$ cat config.mk
export PLATFORM = sky130hd
export DESIGN_NAME = lld_decoder
export DESIGN_NICKNAME = d
export VERILOG_FILES = /design/src/lld_pkg.sv /design/src/lld_seg_attr.sv /design/src/lld_decoder.sv
export VERILOG_INCLUDE_DIRS = /design/src
export SDC_FILE = /design/constraint.sdc
export NUM_CORES = 1
export LEC_CHECK = 0
export BUFFER_PORTS_ARGS = -buffer_cell sky130_fd_sc_hd__buf_2
export CORE_MARGIN = 2
export CORE_UTILIZATION = 40
export CTS_CLUSTER_SIZE = 20
export DETAILED_ROUTE_END_ITERATION = 6
export HOLD_SLACK_MARGIN = 0.1
export PLACE_DENSITY = 0.68
export SLEW_MARGIN = 10
export SYNTH_ARGS = -nofsm -noshare
export SYNTH_HDL_FRONTEND = slang
export SYNTH_SLANG_ARGS = --single-unit
$ cat constraint.sdc
create_clock -name i_clk -period 5.7 [get_ports i_clk]
set_input_delay 1.14 -clock i_clk [delete_from_list [all_inputs] [get_ports i_clk]]
set_output_delay 1.14 -clock i_clk [all_outputs]
set_load 0.02 [all_outputs]
$ cat src/lld_regs.svh
// constants of the legacy low memory decoder: offsets, fields, ranges, reset values
// assumes inclusion by the attribute store and decoder design files only
`ifndef LLD_REGS_SVH
`define LLD_REGS_SVH
`define LLD_LAC_OFFSET 8'h97
`define LLD_LAC_RESET 8'h00
`define LLD_LAC_HOLE_BIT 7
`define LLD_LAC_MONO_ADAPTER_PRESENT_BIT_BIT 0
`define LLD_LAC_STEER_BIT 1
`define LLD_VGA_BASE 36'h0000A0000
`define LLD_VGA_LAST 36'h0000BFFFF
`define LLD_MDA_BASE 36'h0000B0000
`define LLD_MDA_LAST 36'h0000B7FFF
`define LLD_PAM_BASE 36'h0000C0000
`define LLD_PAM_LAST 36'h0000FFFFF
`define LLD_FSEG_BASE 36'h0000F0000
`define LLD_SEG_SHIFT 14
`define LLD_SEG_IDX_W 4
`define LLD_FSEG_IDX 4'hC
`define LLD_NUM_SEGS 13
`define LLD_ONE_MB 36'h000100000
`define LLD_HOLE_BASE 36'h000F00000
`define LLD_HOLE_LAST 36'h000FFFFFF
`define LLD_MEM_TOP 36'h200000000
`define LLD_TOP_SMM_SEGMENT_1MB 36'h000100000
`define LLD_TOP_SMM_SEGMENT_2MB 36'h000200000
`define LLD_TOP_SMM_SEGMENT_8MB 36'h000800000
`define LLD_ATTR_RESET 26'h0000000
`define LLD_IO_3B4 16'h03B4
`define LLD_IO_3B5 16'h03B5
`define LLD_IO_3B8 16'h03B8
`define LLD_IO_3B9 16'h03B9
`define LLD_IO_3BA 16'h03BA
`define LLD_IO_3BF 16'h03BF
`define LLD_IO_MASK10 16'h03FF
`define LLD_ZERO_ADDR 36'h000000000
`endif

$ cat src/lld_pkg.sv
// types of the legacy low memory decoder
// assumes lld_regs.svh holds all numeric constants
package lld_pkg;
  typedef enum logic [1:0] {LLD_SRC_CPU, LLD_SRC_GFX1, LLD_SRC_GFX3, LLD_SRC_SBL} lld_src_t;
  typedef enum logic [2:0] {LLD_DST_NONE, LLD_DST_DRAM, LLD_DST_GFX1, LLD_DST_GFX3,
    LLD_DST_SBL, LLD_DST_INVALID} lld_dst_t;
  typedef struct packed {
    logic valid;
    lld_src_t src;
    logic is_io;
    logic write;
    logic smm;
    logic wb;
    logic snoop;
    logic [35:0] addr;
    logic [7:0] be;
  } lld_req_t;
  typedef struct packed {
    logic valid;
    lld_dst_t dst;
    logic peer;
    logic [35:0] addr;
    logic [7:0] be;
  } lld_rsp_t;
  typedef struct packed {
    logic gfx1_vga_en;
    logic gfx3_vga_en;
    logic gfx1_vga16;
    logic gfx3_vga16;
    logic smm_memory_en;
    logic ext_smm_memory_en;
    logic top_smm_segment_en;
    logic [1:0] top_smm_segment_size;
    logic [35:0] top_low_usable_dram;
  } lld_cfg_t;
endpackage

$ cat src/lld_seg_attr.sv
// shadow segment attribute store: read and write enable per segment
// assumes configuration writes arrive on the system clock
`timescale 1ns/1ps
`include "lld_regs.svh"
module lld_seg_attr (
  input wire logic i_clk,
  input wire logic i_sys_rst,
  input wire logic i_wr,
  input wire logic [3:0] i_wr_idx,
  input wire logic [1:0] i_wr_attr,
  input wire logic [3:0] i_rd_idx,
  output logic [1:0] o_rd_attr
);
  typedef struct packed {
    logic [25:0] attr;
    logic [1:0] rd;
  } lld_sa_state_t;
  lld_sa_state_t st_ff;
  lld_sa_state_t nxt_st;
  always_comb begin
    nxt_st = st_ff;
    if (i_wr && (i_wr_idx < 4'(`LLD_NUM_SEGS))) begin
      nxt_st.attr[2*i_wr_idx +: 2] = i_wr_attr;
    end
    nxt_st.rd = (i_rd_idx < 4'(`LLD_NUM_SEGS)) ? nxt_st.attr[2*i_rd_idx +: 2] : 2'h0;
  end
  always_ff @(posedge i_clk or posedge i_sys_rst) begin
    if (i_sys_rst) begin
      st_ff <= '{attr: `LLD_ATTR_RESET, rd: 2'h0};
    end else begin
      st_ff <= nxt_st;
    end
  end
  assign o_rd_attr = st_ff.rd;
endmodule // lld_seg_attr

$ cat src/lld_decoder.sv
// legacy low memory decoder: routes one request per cycle to dram, a graphics port
// or the south bridge link; assumes requests are single cycle pulses on i_clk,
// answer two cycles later (one for attribute lookup, one registered output)
`timescale 1ns/1ps
`include "lld_regs.svh"
// Behaviour
// - legacy video window goes to gfx1, gfx3 or link per enables, steering, mono bit
// - internal resources decoded first, then graphics port versus link
// - smm cpu access to a0000-bffff with smm memory enabled goes to dram
// - non-smm cpu video window access follows legacy video routing
// - port or link cycles to enabled smm memory become peer video cycles
// - monochrome range b0000-b7fff forwarded per steering and mono bit
// - monochrome io ports 3b4,3b5,3b8,3b9,3ba,3bf forwarded the same way
// - each graphics port offers 16-bit video io decode option
// - c0000-dffff is eight 16 KB segments with own attributes
// - disabled segment dram is hidden, never relocated
// - non-snooped port or link access to shadow area always goes to dram
// - e0000-effff is four 16 KB segments choosing dram or link
// - f0000-fffff one segment, disabled after reset, goes to link
// - cpu and snooped port or link accesses to disabled segments default to the link
// - 1 MB to top of low memory goes to dram except smm segment and hole
// - up to 8 GB main memory decoded, no relocation of hidden dram
// - fixed hole bit sends 15-16 MB to the link, dram there unreachable
// - top smm segment of 1, 2 or 8 MB; smm cpu access reaches dram
// - port or link cycles to the top smm segment invalid: address 0, no write enables
// - extended smm: non-smm non-wb cpu access invalid, wb completes to dram
// - memory decode wins over overlapping programmable windows
module lld_decoder (
  input wire logic i_clk,
  input wire logic i_sys_rst,
  input wire lld_pkg::lld_req_t i_req,
  input wire lld_pkg::lld_cfg_t i_cfg,
  input wire logic i_cfg_wr,
  input wire logic [7:0] i_cfg_offset,
  input wire logic [7:0] i_cfg_wdata,
  input wire logic i_seg_wr,
  input wire logic [3:0] i_seg_idx,
  input wire logic [1:0] i_seg_attr,
  input wire logic i_win_hit,
  input wire lld_pkg::lld_dst_t i_win_dst,
  output lld_pkg::lld_rsp_t o_rsp,
  output logic [7:0] o_legacy_access_control
);
  typedef struct packed {
    logic [7:0] legacy_access_control;
    lld_pkg::lld_req_t req;
    logic win_hit;
    lld_pkg::lld_dst_t win_dst;
    lld_pkg::lld_rsp_t rsp;
  } lld_dec_state_t;

  lld_dec_state_t st_ff;
  lld_dec_state_t nxt_st;
  logic [1:0] seg_attr;
  logic [3:0] seg_idx_in;
  logic [35:0] pam_off;

  assign pam_off = i_req.addr - `LLD_PAM_BASE;
  assign seg_idx_in = (i_req.addr >= `LLD_FSEG_BASE) ? `LLD_FSEG_IDX :
    pam_off[`LLD_SEG_SHIFT +: `LLD_SEG_IDX_W];

  // attribute lookup registered alongside the request
  lld_seg_attr u_seg_attr (
    .i_clk(i_clk),
    .i_sys_rst(i_sys_rst),
    .i_wr(i_seg_wr),
    .i_wr_idx(i_seg_idx),
    .i_wr_attr(i_seg_attr),
    .i_rd_idx(seg_idx_in),
    .o_rd_attr(seg_attr)
  );

  // video routing: enabled port wins, mono range steered by steering bit when mono bit set
  function automatic lld_pkg::lld_dst_t vga_route(input logic mono, input logic [7:0] legacy_access_control,
      input lld_pkg::lld_cfg_t cfg);
    lld_pkg::lld_dst_t d;
    d = lld_pkg::LLD_DST_SBL;
    if (cfg.gfx1_vga_en) begin
      d = lld_pkg::LLD_DST_GFX1;
    end else if (cfg.gfx3_vga_en) begin
      d = lld_pkg::LLD_DST_GFX3;
    end
    if (mono && legacy_access_control[`LLD_LAC_MONO_ADAPTER_PRESENT_BIT_BIT]) begin
      if (!cfg.gfx1_vga_en && !cfg.gfx3_vga_en) begin
        d = lld_pkg::LLD_DST_SBL;
      end else begin
        d = legacy_access_control[`LLD_LAC_STEER_BIT] ? lld_pkg::LLD_DST_GFX3 : lld_pkg::LLD_DST_GFX1;
      end
    end
    return d;
  endfunction

  logic [35:0] top_smm_segment_sz;
  logic [35:0] top_smm_segment_base;
  logic is_cpu;
  logic is_vga;
  logic is_mda;
  logic is_pam;
  logic is_top_smm_segment;
  logic is_hole;
  logic is_main;
  logic mda_io;
  logic [15:0] io_a;

  always_comb begin
    case (i_cfg.top_smm_segment_size)
      2'h0: top_smm_segment_sz = `LLD_TOP_SMM_SEGMENT_1MB;
      2'h1: top_smm_segment_sz = `LLD_TOP_SMM_SEGMENT_2MB;
      default: top_smm_segment_sz = `LLD_TOP_SMM_SEGMENT_8MB;
    endcase
  end

  assign top_smm_segment_base = i_cfg.top_low_usable_dram - top_smm_segment_sz;
  assign is_cpu = (st_ff.req.src == lld_pkg::LLD_SRC_CPU);
  assign is_vga = (st_ff.req.addr >= `LLD_VGA_BASE) && (st_ff.req.addr <= `LLD_VGA_LAST);
  assign is_mda = (st_ff.req.addr >= `LLD_MDA_BASE) && (st_ff.req.addr <= `LLD_MDA_LAST);
  assign is_pam = (st_ff.req.addr >= `LLD_PAM_BASE) && (st_ff.req.addr <= `LLD_PAM_LAST);
  assign is_top_smm_segment = i_cfg.top_smm_segment_en && (st_ff.req.addr >= top_smm_segment_base) &&
    (st_ff.req.addr < i_cfg.top_low_usable_dram);
  assign is_hole = st_ff.legacy_access_control[`LLD_LAC_HOLE_BIT] && (st_ff.req.addr >= `LLD_HOLE_BASE) &&
    (st_ff.req.addr <= `LLD_HOLE_LAST);
  assign is_main = (st_ff.req.addr >= `LLD_ONE_MB) && (st_ff.req.addr < i_cfg.top_low_usable_dram) &&
    (st_ff.req.addr < `LLD_MEM_TOP);

  // 16-bit option compares all address bits, otherwise only ten
  always_comb begin
    logic sixteen;
    sixteen = (vga_route(1'b1, st_ff.legacy_access_control, i_cfg) == lld_pkg::LLD_DST_GFX3) ?
      i_cfg.gfx3_vga16 : i_cfg.gfx1_vga16;
    io_a = sixteen ? st_ff.req.addr[15:0] : (st_ff.req.addr[15:0] & `LLD_IO_MASK10);
    mda_io = (io_a == `LLD_IO_3B4) || (io_a == `LLD_IO_3B5) || (io_a == `LLD_IO_3B8) ||
      (io_a == `LLD_IO_3B9) || (io_a == `LLD_IO_3BA) || (io_a == `LLD_IO_3BF);
  end

  always_comb begin
    nxt_st = st_ff;
    if (i_cfg_wr && (i_cfg_offset == `LLD_LAC_OFFSET)) begin
      nxt_st.legacy_access_control = i_cfg_wdata;
    end
    nxt_st.req = i_req;
    nxt_st.win_hit = i_win_hit;
    nxt_st.win_dst = i_win_dst;
    nxt_st.rsp.valid = st_ff.req.valid;
    nxt_st.rsp.peer = 1'b0;
    nxt_st.rsp.addr = st_ff.req.addr;
    nxt_st.rsp.be = st_ff.req.be;
    nxt_st.rsp.dst = lld_pkg::LLD_DST_NONE;
    if (st_ff.req.valid) begin
      if (st_ff.req.is_io) begin
        nxt_st.rsp.dst = mda_io ? vga_route(1'b1, st_ff.legacy_access_control, i_cfg) : lld_pkg::LLD_DST_SBL;
      end else if (is_vga) begin
        // internal smm claim before any port choice
        if (i_cfg.smm_memory_en && is_cpu && st_ff.req.smm) begin
          nxt_st.rsp.dst = lld_pkg::LLD_DST_DRAM;
        end else begin
          nxt_st.rsp.dst = vga_route(is_mda, st_ff.legacy_access_control, i_cfg);
          nxt_st.rsp.peer = !is_cpu && i_cfg.smm_memory_en;
        end
      end else if (is_pam) begin
        if (!is_cpu && !st_ff.req.snoop) begin
          nxt_st.rsp.dst = lld_pkg::LLD_DST_DRAM;
        end else if (st_ff.req.write ? seg_attr[1] : seg_attr[0]) begin
          nxt_st.rsp.dst = lld_pkg::LLD_DST_DRAM;
        end else begin
          nxt_st.rsp.dst = lld_pkg::LLD_DST_SBL;
        end
      end else if (is_top_smm_segment) begin
        if (!is_cpu) begin
          nxt_st.rsp.dst = lld_pkg::LLD_DST_INVALID;
          nxt_st.rsp.addr = `LLD_ZERO_ADDR;
          nxt_st.rsp.be = 8'h00;
        end else if (st_ff.req.smm || st_ff.req.wb || !i_cfg.ext_smm_memory_en) begin
          nxt_st.rsp.dst = lld_pkg::LLD_DST_DRAM;
        end else begin
          nxt_st.rsp.dst = lld_pkg::LLD_DST_INVALID;
        end
      end else if (is_hole) begin
        nxt_st.rsp.dst = lld_pkg::LLD_DST_SBL;
      end else if (is_main || (st_ff.req.addr < `LLD_ONE_MB)) begin
        nxt_st.rsp.dst = lld_pkg::LLD_DST_DRAM;
      end else if (st_ff.win_hit) begin
        nxt_st.rsp.dst = st_ff.win_dst;
      end else begin
        nxt_st.rsp.dst = lld_pkg::LLD_DST_SBL;
      end
    end
  end

  always_ff @(posedge i_clk or posedge i_sys_rst) begin
    if (i_sys_rst) begin
      st_ff <= '0;
    end else begin
      st_ff <= nxt_st;
    end
  end

  assign o_rsp = st_ff.rsp;
  assign o_legacy_access_control = st_ff.legacy_access_control;

  logic mem_req;
  assign mem_req = st_ff.req.valid && !st_ff.req.is_io;
endmodule // lld_decoder

# Word-level counts from Yosys, hierarchy flattened
# Cells that the tools add are included.
[totals] out_inout_bits=57 inputBits=127 register_bits=141 word_cells=117
[op_classes] n_reduce_logical=32 add_sub_neg=3 magnitude_cmp=16 shifts=3 mux=35 n_eq_ne=9
[ops] operator="44-bit two-way mux" count=4
[ops] operator="36-bit by 20-bit >= comparator with 1-bit output, second input constant" count=4
[ops] operator="36-bit by 20-bit less-or-equal comparator with 1-bit output, second input constant" count=3
[ops] operator="16-bit by 10-bit == test with 1-bit output, second input constant" count=6
[ops] operator="3-bit two-way mux" count=18
[ops] operator="48-bit two-way mux" count=1
[ops] operator="24-bit one-hot mux with 2 select lines" count=1
[ops] operator="45-bit two-way mux" count=1
[ops] operator="36-bit by 21-bit >= comparator with 1-bit output, second input constant" count=1
[ops] operator="36-bit by 24-bit >= comparator with 1-bit output, second input constant" count=1
[ops] operator="36-bit >= comparator" count=1
[ops] operator="36-bit by 24-bit less-or-equal comparator with 1-bit output, second input constant" count=1
[ops] operator="36-bit by 21-bit < comparator with 1-bit output, second input constant" count=1
[ops] operator="36-bit by 34-bit < comparator with 1-bit output, second input constant" count=1
[ops] operator="36-bit < comparator" count=1
[ops] operator="36-bit subtractor" count=1
[ops] operator="5-bit negation with 34-bit output" count=1
[ops] operator="2-bit by 34-bit variable shift with 26-bit output, first input constant" count=1
[ops] operator="2-bit by 34-bit variable part select with 26-bit output" count=1
[ops] operator="26-bit bitwise mux" count=1
[ops] operator="26-bit two-way mux" count=1
[ops] operator="26-bit by 6-bit variable part select with 2-bit output" count=1
[ops] operator="18-bit by 1-bit subtractor with 18-bit output, second input constant" count=1
[ops] operator="1-bit logical AND" count=17
[ops] operator="other kinds (11)" count=28

# Depth between registers and ports, before layout
[logic_depth] word_depth=16 mapped_depth=20 mapped_depth_nobuf=19

# Modules after synthesis
# Synthesis repeated with hierarchy kept, for this count alone.
[unflattened] hier_cells=669 hier_area_um2=7397.1
[modules_own_cells] mod="lld_decoder" cells_each=530 seq_area_each_um2=2827.7 area_each_um2=5803.1 n_inst=1
[modules_own_cells] mod="lld_seg_attr" cells_each=139 seq_area_each_um2=700.7 area_each_um2=1594.0 n_inst=1

# Worst setup path before layout
# Ideal clock, no wire load.
[synth_timing] path_kind="input port to flip-flop" from="input i_cfg[37] (netlist name)" to="register st_ff (netlist bit o_rsp[10])" required_time_ns=5.581 setup_slack_ns=1.366 t_arrival_ns=4.215 stages=19 n_path_buf=1 setup_ns=0.119 cell_sequence="nor2_1 > ha_1 > inv_1 > fa_1 > nor2_1 > nor2_1 > nor2_1 > and3_1 > nand3_1 > xnor2_1 > ha_1 > nand4_1 > o221a_2 > o21ai_0 > o21a_1 > o311a_1 > nand3_1 > clkbuf_1 > and2_1"
[synth_rtl] element="start: declaration" line_no="lld_decoder.sv:32" text="input wire lld_pkg::lld_cfg_t i_cfg,"
[synth_rtl] element="end signal: assignment" line_no="lld_decoder.sv:193" text="st_ff <= nxt_st;"
[synth_rtl] element="end: declaration" line_no="lld_decoder.sv:52" text="lld_dec_state_t st_ff;"

==> results.md <==
- Final Util: 0.482
- Slew @ Worst Pin: 1.01 ns
- Ys flop type: dfrtp_1
- Vias per std cell: 5.01
- Status: complete, no violations
- Post-synthesis cell type count: 61
- Final WL: 17200 um
- Die Ht: 139 um
- Critical path data required time: 6.01 ns
- Per-cell routed wire length: 16.4 um
- Drt drc: 0
- P&R area growth vs syn: 18.8%
- Synthesized flop and latch total: 141
- Pwr dens: 304 nW/um^2
- Critical path capture point type: register
- Global-route wire length before repair: 27700 um
- Share of post-route cells with drive strength above 1: 0.317
- Sink Count: 141
- Num CTS Buffers: 17
- Slew headroom: 0.321
- Overall routing resource usage: 0.183
- Net count after synthesis: 852
- Vias in the first global route: 5434
- Post-CTS sizing: 0
- Yosys warning total: 0
- Core ar.: 17900 um^2
- Antenna Nets Post-Route: 0
- Final Setup Violations: 0
- Final setup skew: 0.00757 ns
- Dpl ws: 0.777 ns
- Post-route setup TNS: 0 ns
- First-pass DRT Iterations: 4
- Fin cells: 1048
- Total power: 2.62 mW
- Die width: 139 um
- Leakage: 4.28 nW
- Fmax: 221 MHz
- Setup crit start kind: primary input
- DRT iter0 DRCs: 169
- Synth async-reset ratio: 1.00
- Cell count after synthesis: 667
- Final net count: 989
- Post-synthesis sequential area ratio: 0.485
- Placed insts: 1014
- Fin. max-slew vios: 0
- Post-CTS Setup Bufs: 0
- Synth area leaders: dfrtp_1 (49%), ha_1 (9.8%), buf_4 (5.9%), mux2_2 (4.8%), and2_1 (3.9%)
- Remaining global-route overflow: 0
- Crit path kind: in -> reg
- Most frequent cells in the layout: buf_2 (183), dfrtp_1 (141), ha_1 (57)
- RD Place Congestion: 0.902
- Avg Cell Area, Syn: 10.9 um^2
- CTS root buf: clkbuf_16
- Fin crit period: 4.53 ns
- HP Class: reg -> reg
- CTS Buffer Depth: 2
- Tcrit/Tclk final: 0.795
- Maximum fanout along the worst path: 43
- FF/Latch Area: 3530 um^2
- H-Tree Depth: 4
- RSZ-0062 raised after global routing: false
- Die area: 19300 um^2
- Synthesized cell area: 7270 um^2
- Commonest non-fill, non-tap cell in the layout: buf_2
- Fin worst setup slack: 1.17 ns
- TritonCTS clock tree: yes
- Largest net degree at the start of global routing: 91
- Ports: 184
- Clock Latency Late Sink: 0.42 ns
- Filler cells: 1690
- Initial antenna violation count: 2
- Post-synth EDFFs: 0
- Hpwl dp: 13500 um
- Area leader, netlist: dfrtp_1
- CP arrival: 4.84 ns
- Top cell type's share of synthesized area: 0.485
- CTS Hold Bufs: 0
- Row count: 49
- Max cap viols: 0
- Worst-path clk slew: 0.06 ns
- Vias: 5255
- VDD IR max: 218 uV
- Initial Util: 0.406
- Multi-input logic area: 3070 um^2
- Port Buf Inserts: 183
- Final hold violations: 0
[layer usage]
metal | routed length (um) | vias to the layer above | track usage
met5 | 0 | - | 0
met4 | 386 | 0 | 0.0702
met3 | 865 | 29 | 0.0449
met2 | 8530 | 171 | 0.309
met1 | 7440 | 2513 | 0.229
li1 | - | 2542 | -
[critical path, cell delays in order]
cell,delay [ns]
buf_2,0.10
inv_1,0.06
nand2_1,0.10
ha_1,0.29
a211oi_1,0.32
o21bai_1,0.14
nor2b_1,0.25
and3_1,0.28
nand3_1,0.11
xnor2_1,0.15
ha_1,0.33
nand4_1,0.12
nor2_1,0.15
nand2_1,0.07
nor3_1,0.21
o21a_1,0.14
o311a_1,0.29
nand3_1,0.10
buf_4,0.26
and2_1,0.21
[per-stage QoR]
stage	hold slack (ns)	cell area, um^2
after floorplan	0.418	7270
after global placement	0.430	8020
after detailed placement	0.432	8020
after CTS	0.446	8630
after global routing	0.465	8630
final	0.445	8630
[Yosys cell counts, drive strengths merged (4+ instances only)]
master / count
mux2: 33
a21o: 9
nor2: 26
nor3b: 5
a22oi: 4
nand2b: 4
nand2: 35
dfrtp: 141
nand4: 17
nand4b: 4
buf: 60
xnor2: 14
o21ai: 16
nor4: 8
nor2b: 6
clkbuf: 7
nor3: 15
and2: 45
inv: 51
mux2i: 6
a21oi: 28
nand3: 19
ha: 57
and3: 5
[kinds of logic after synthesis]
family / after synthesis / synth area share
fa+ha+maj: 58 / 0.101
simple gates: 205 / 0.158
compound gates: 88 / 0.0788
mux: 41 / 0.0661
xor+xnor: 16 / 0.0193
buf+inv: 118 / 0.0918
flops: 141 / 0.485
[power breakdown]
group          internal [mW]  switching [mW]  leakage (nW)
Combinational          0.164           0.201          2.29
Sequential              1.08          0.0371          1.71
Clock                  0.695           0.445         0.287
Total                   1.94           0.683          4.28
[area by class of cell]
| type | instances | share of cell area |
|---|---|---|
| tap | 229 | 0.0332 |
| sequential | 141 | 0.409 |
| timing repair buffer | 185 | 0.108 |
| clock inverter | 15 | 0.0216 |
| antenna | 2 | 0.000580 |
| multi-input combinational | 408 | 0.356 |
| inverter | 51 | 0.0228 |
| clock buffer | 17 | 0.0493 |
[worst paths after layout]
path / slack, ns / cells past startpoint / endpoint / startpoint
max: 1.17 / 20 / o_rsp[43] / i_cfg[37]
min: 0.44 / 1 / o_rsp[0] / st_ff[53]
max reg2reg: 2.86 / 10 / o_rsp[43] / st_ff[79]
min reg2reg: 0.44 / 1 / o_rsp[0] / st_ff[53]
max in group asynchronous: 3.68 / 3 / u_seg_attr.st_ff[4] / i_sys_rst
min in group asynchronous: 0.86 / 2 / st_ff[74] / i_sys_rst
[sequential cells by signal (all words and copies together), names as in the netlist]
signal / cells
st_ff: 55
o_rsp: 49
u_seg_attr.st_ff: 26
o_legacy_access_control: 8
u_seg_attr.o_rd_attr: 2
nxt_st: 1
No activity file was read; power rests on OpenSTA's default activity.
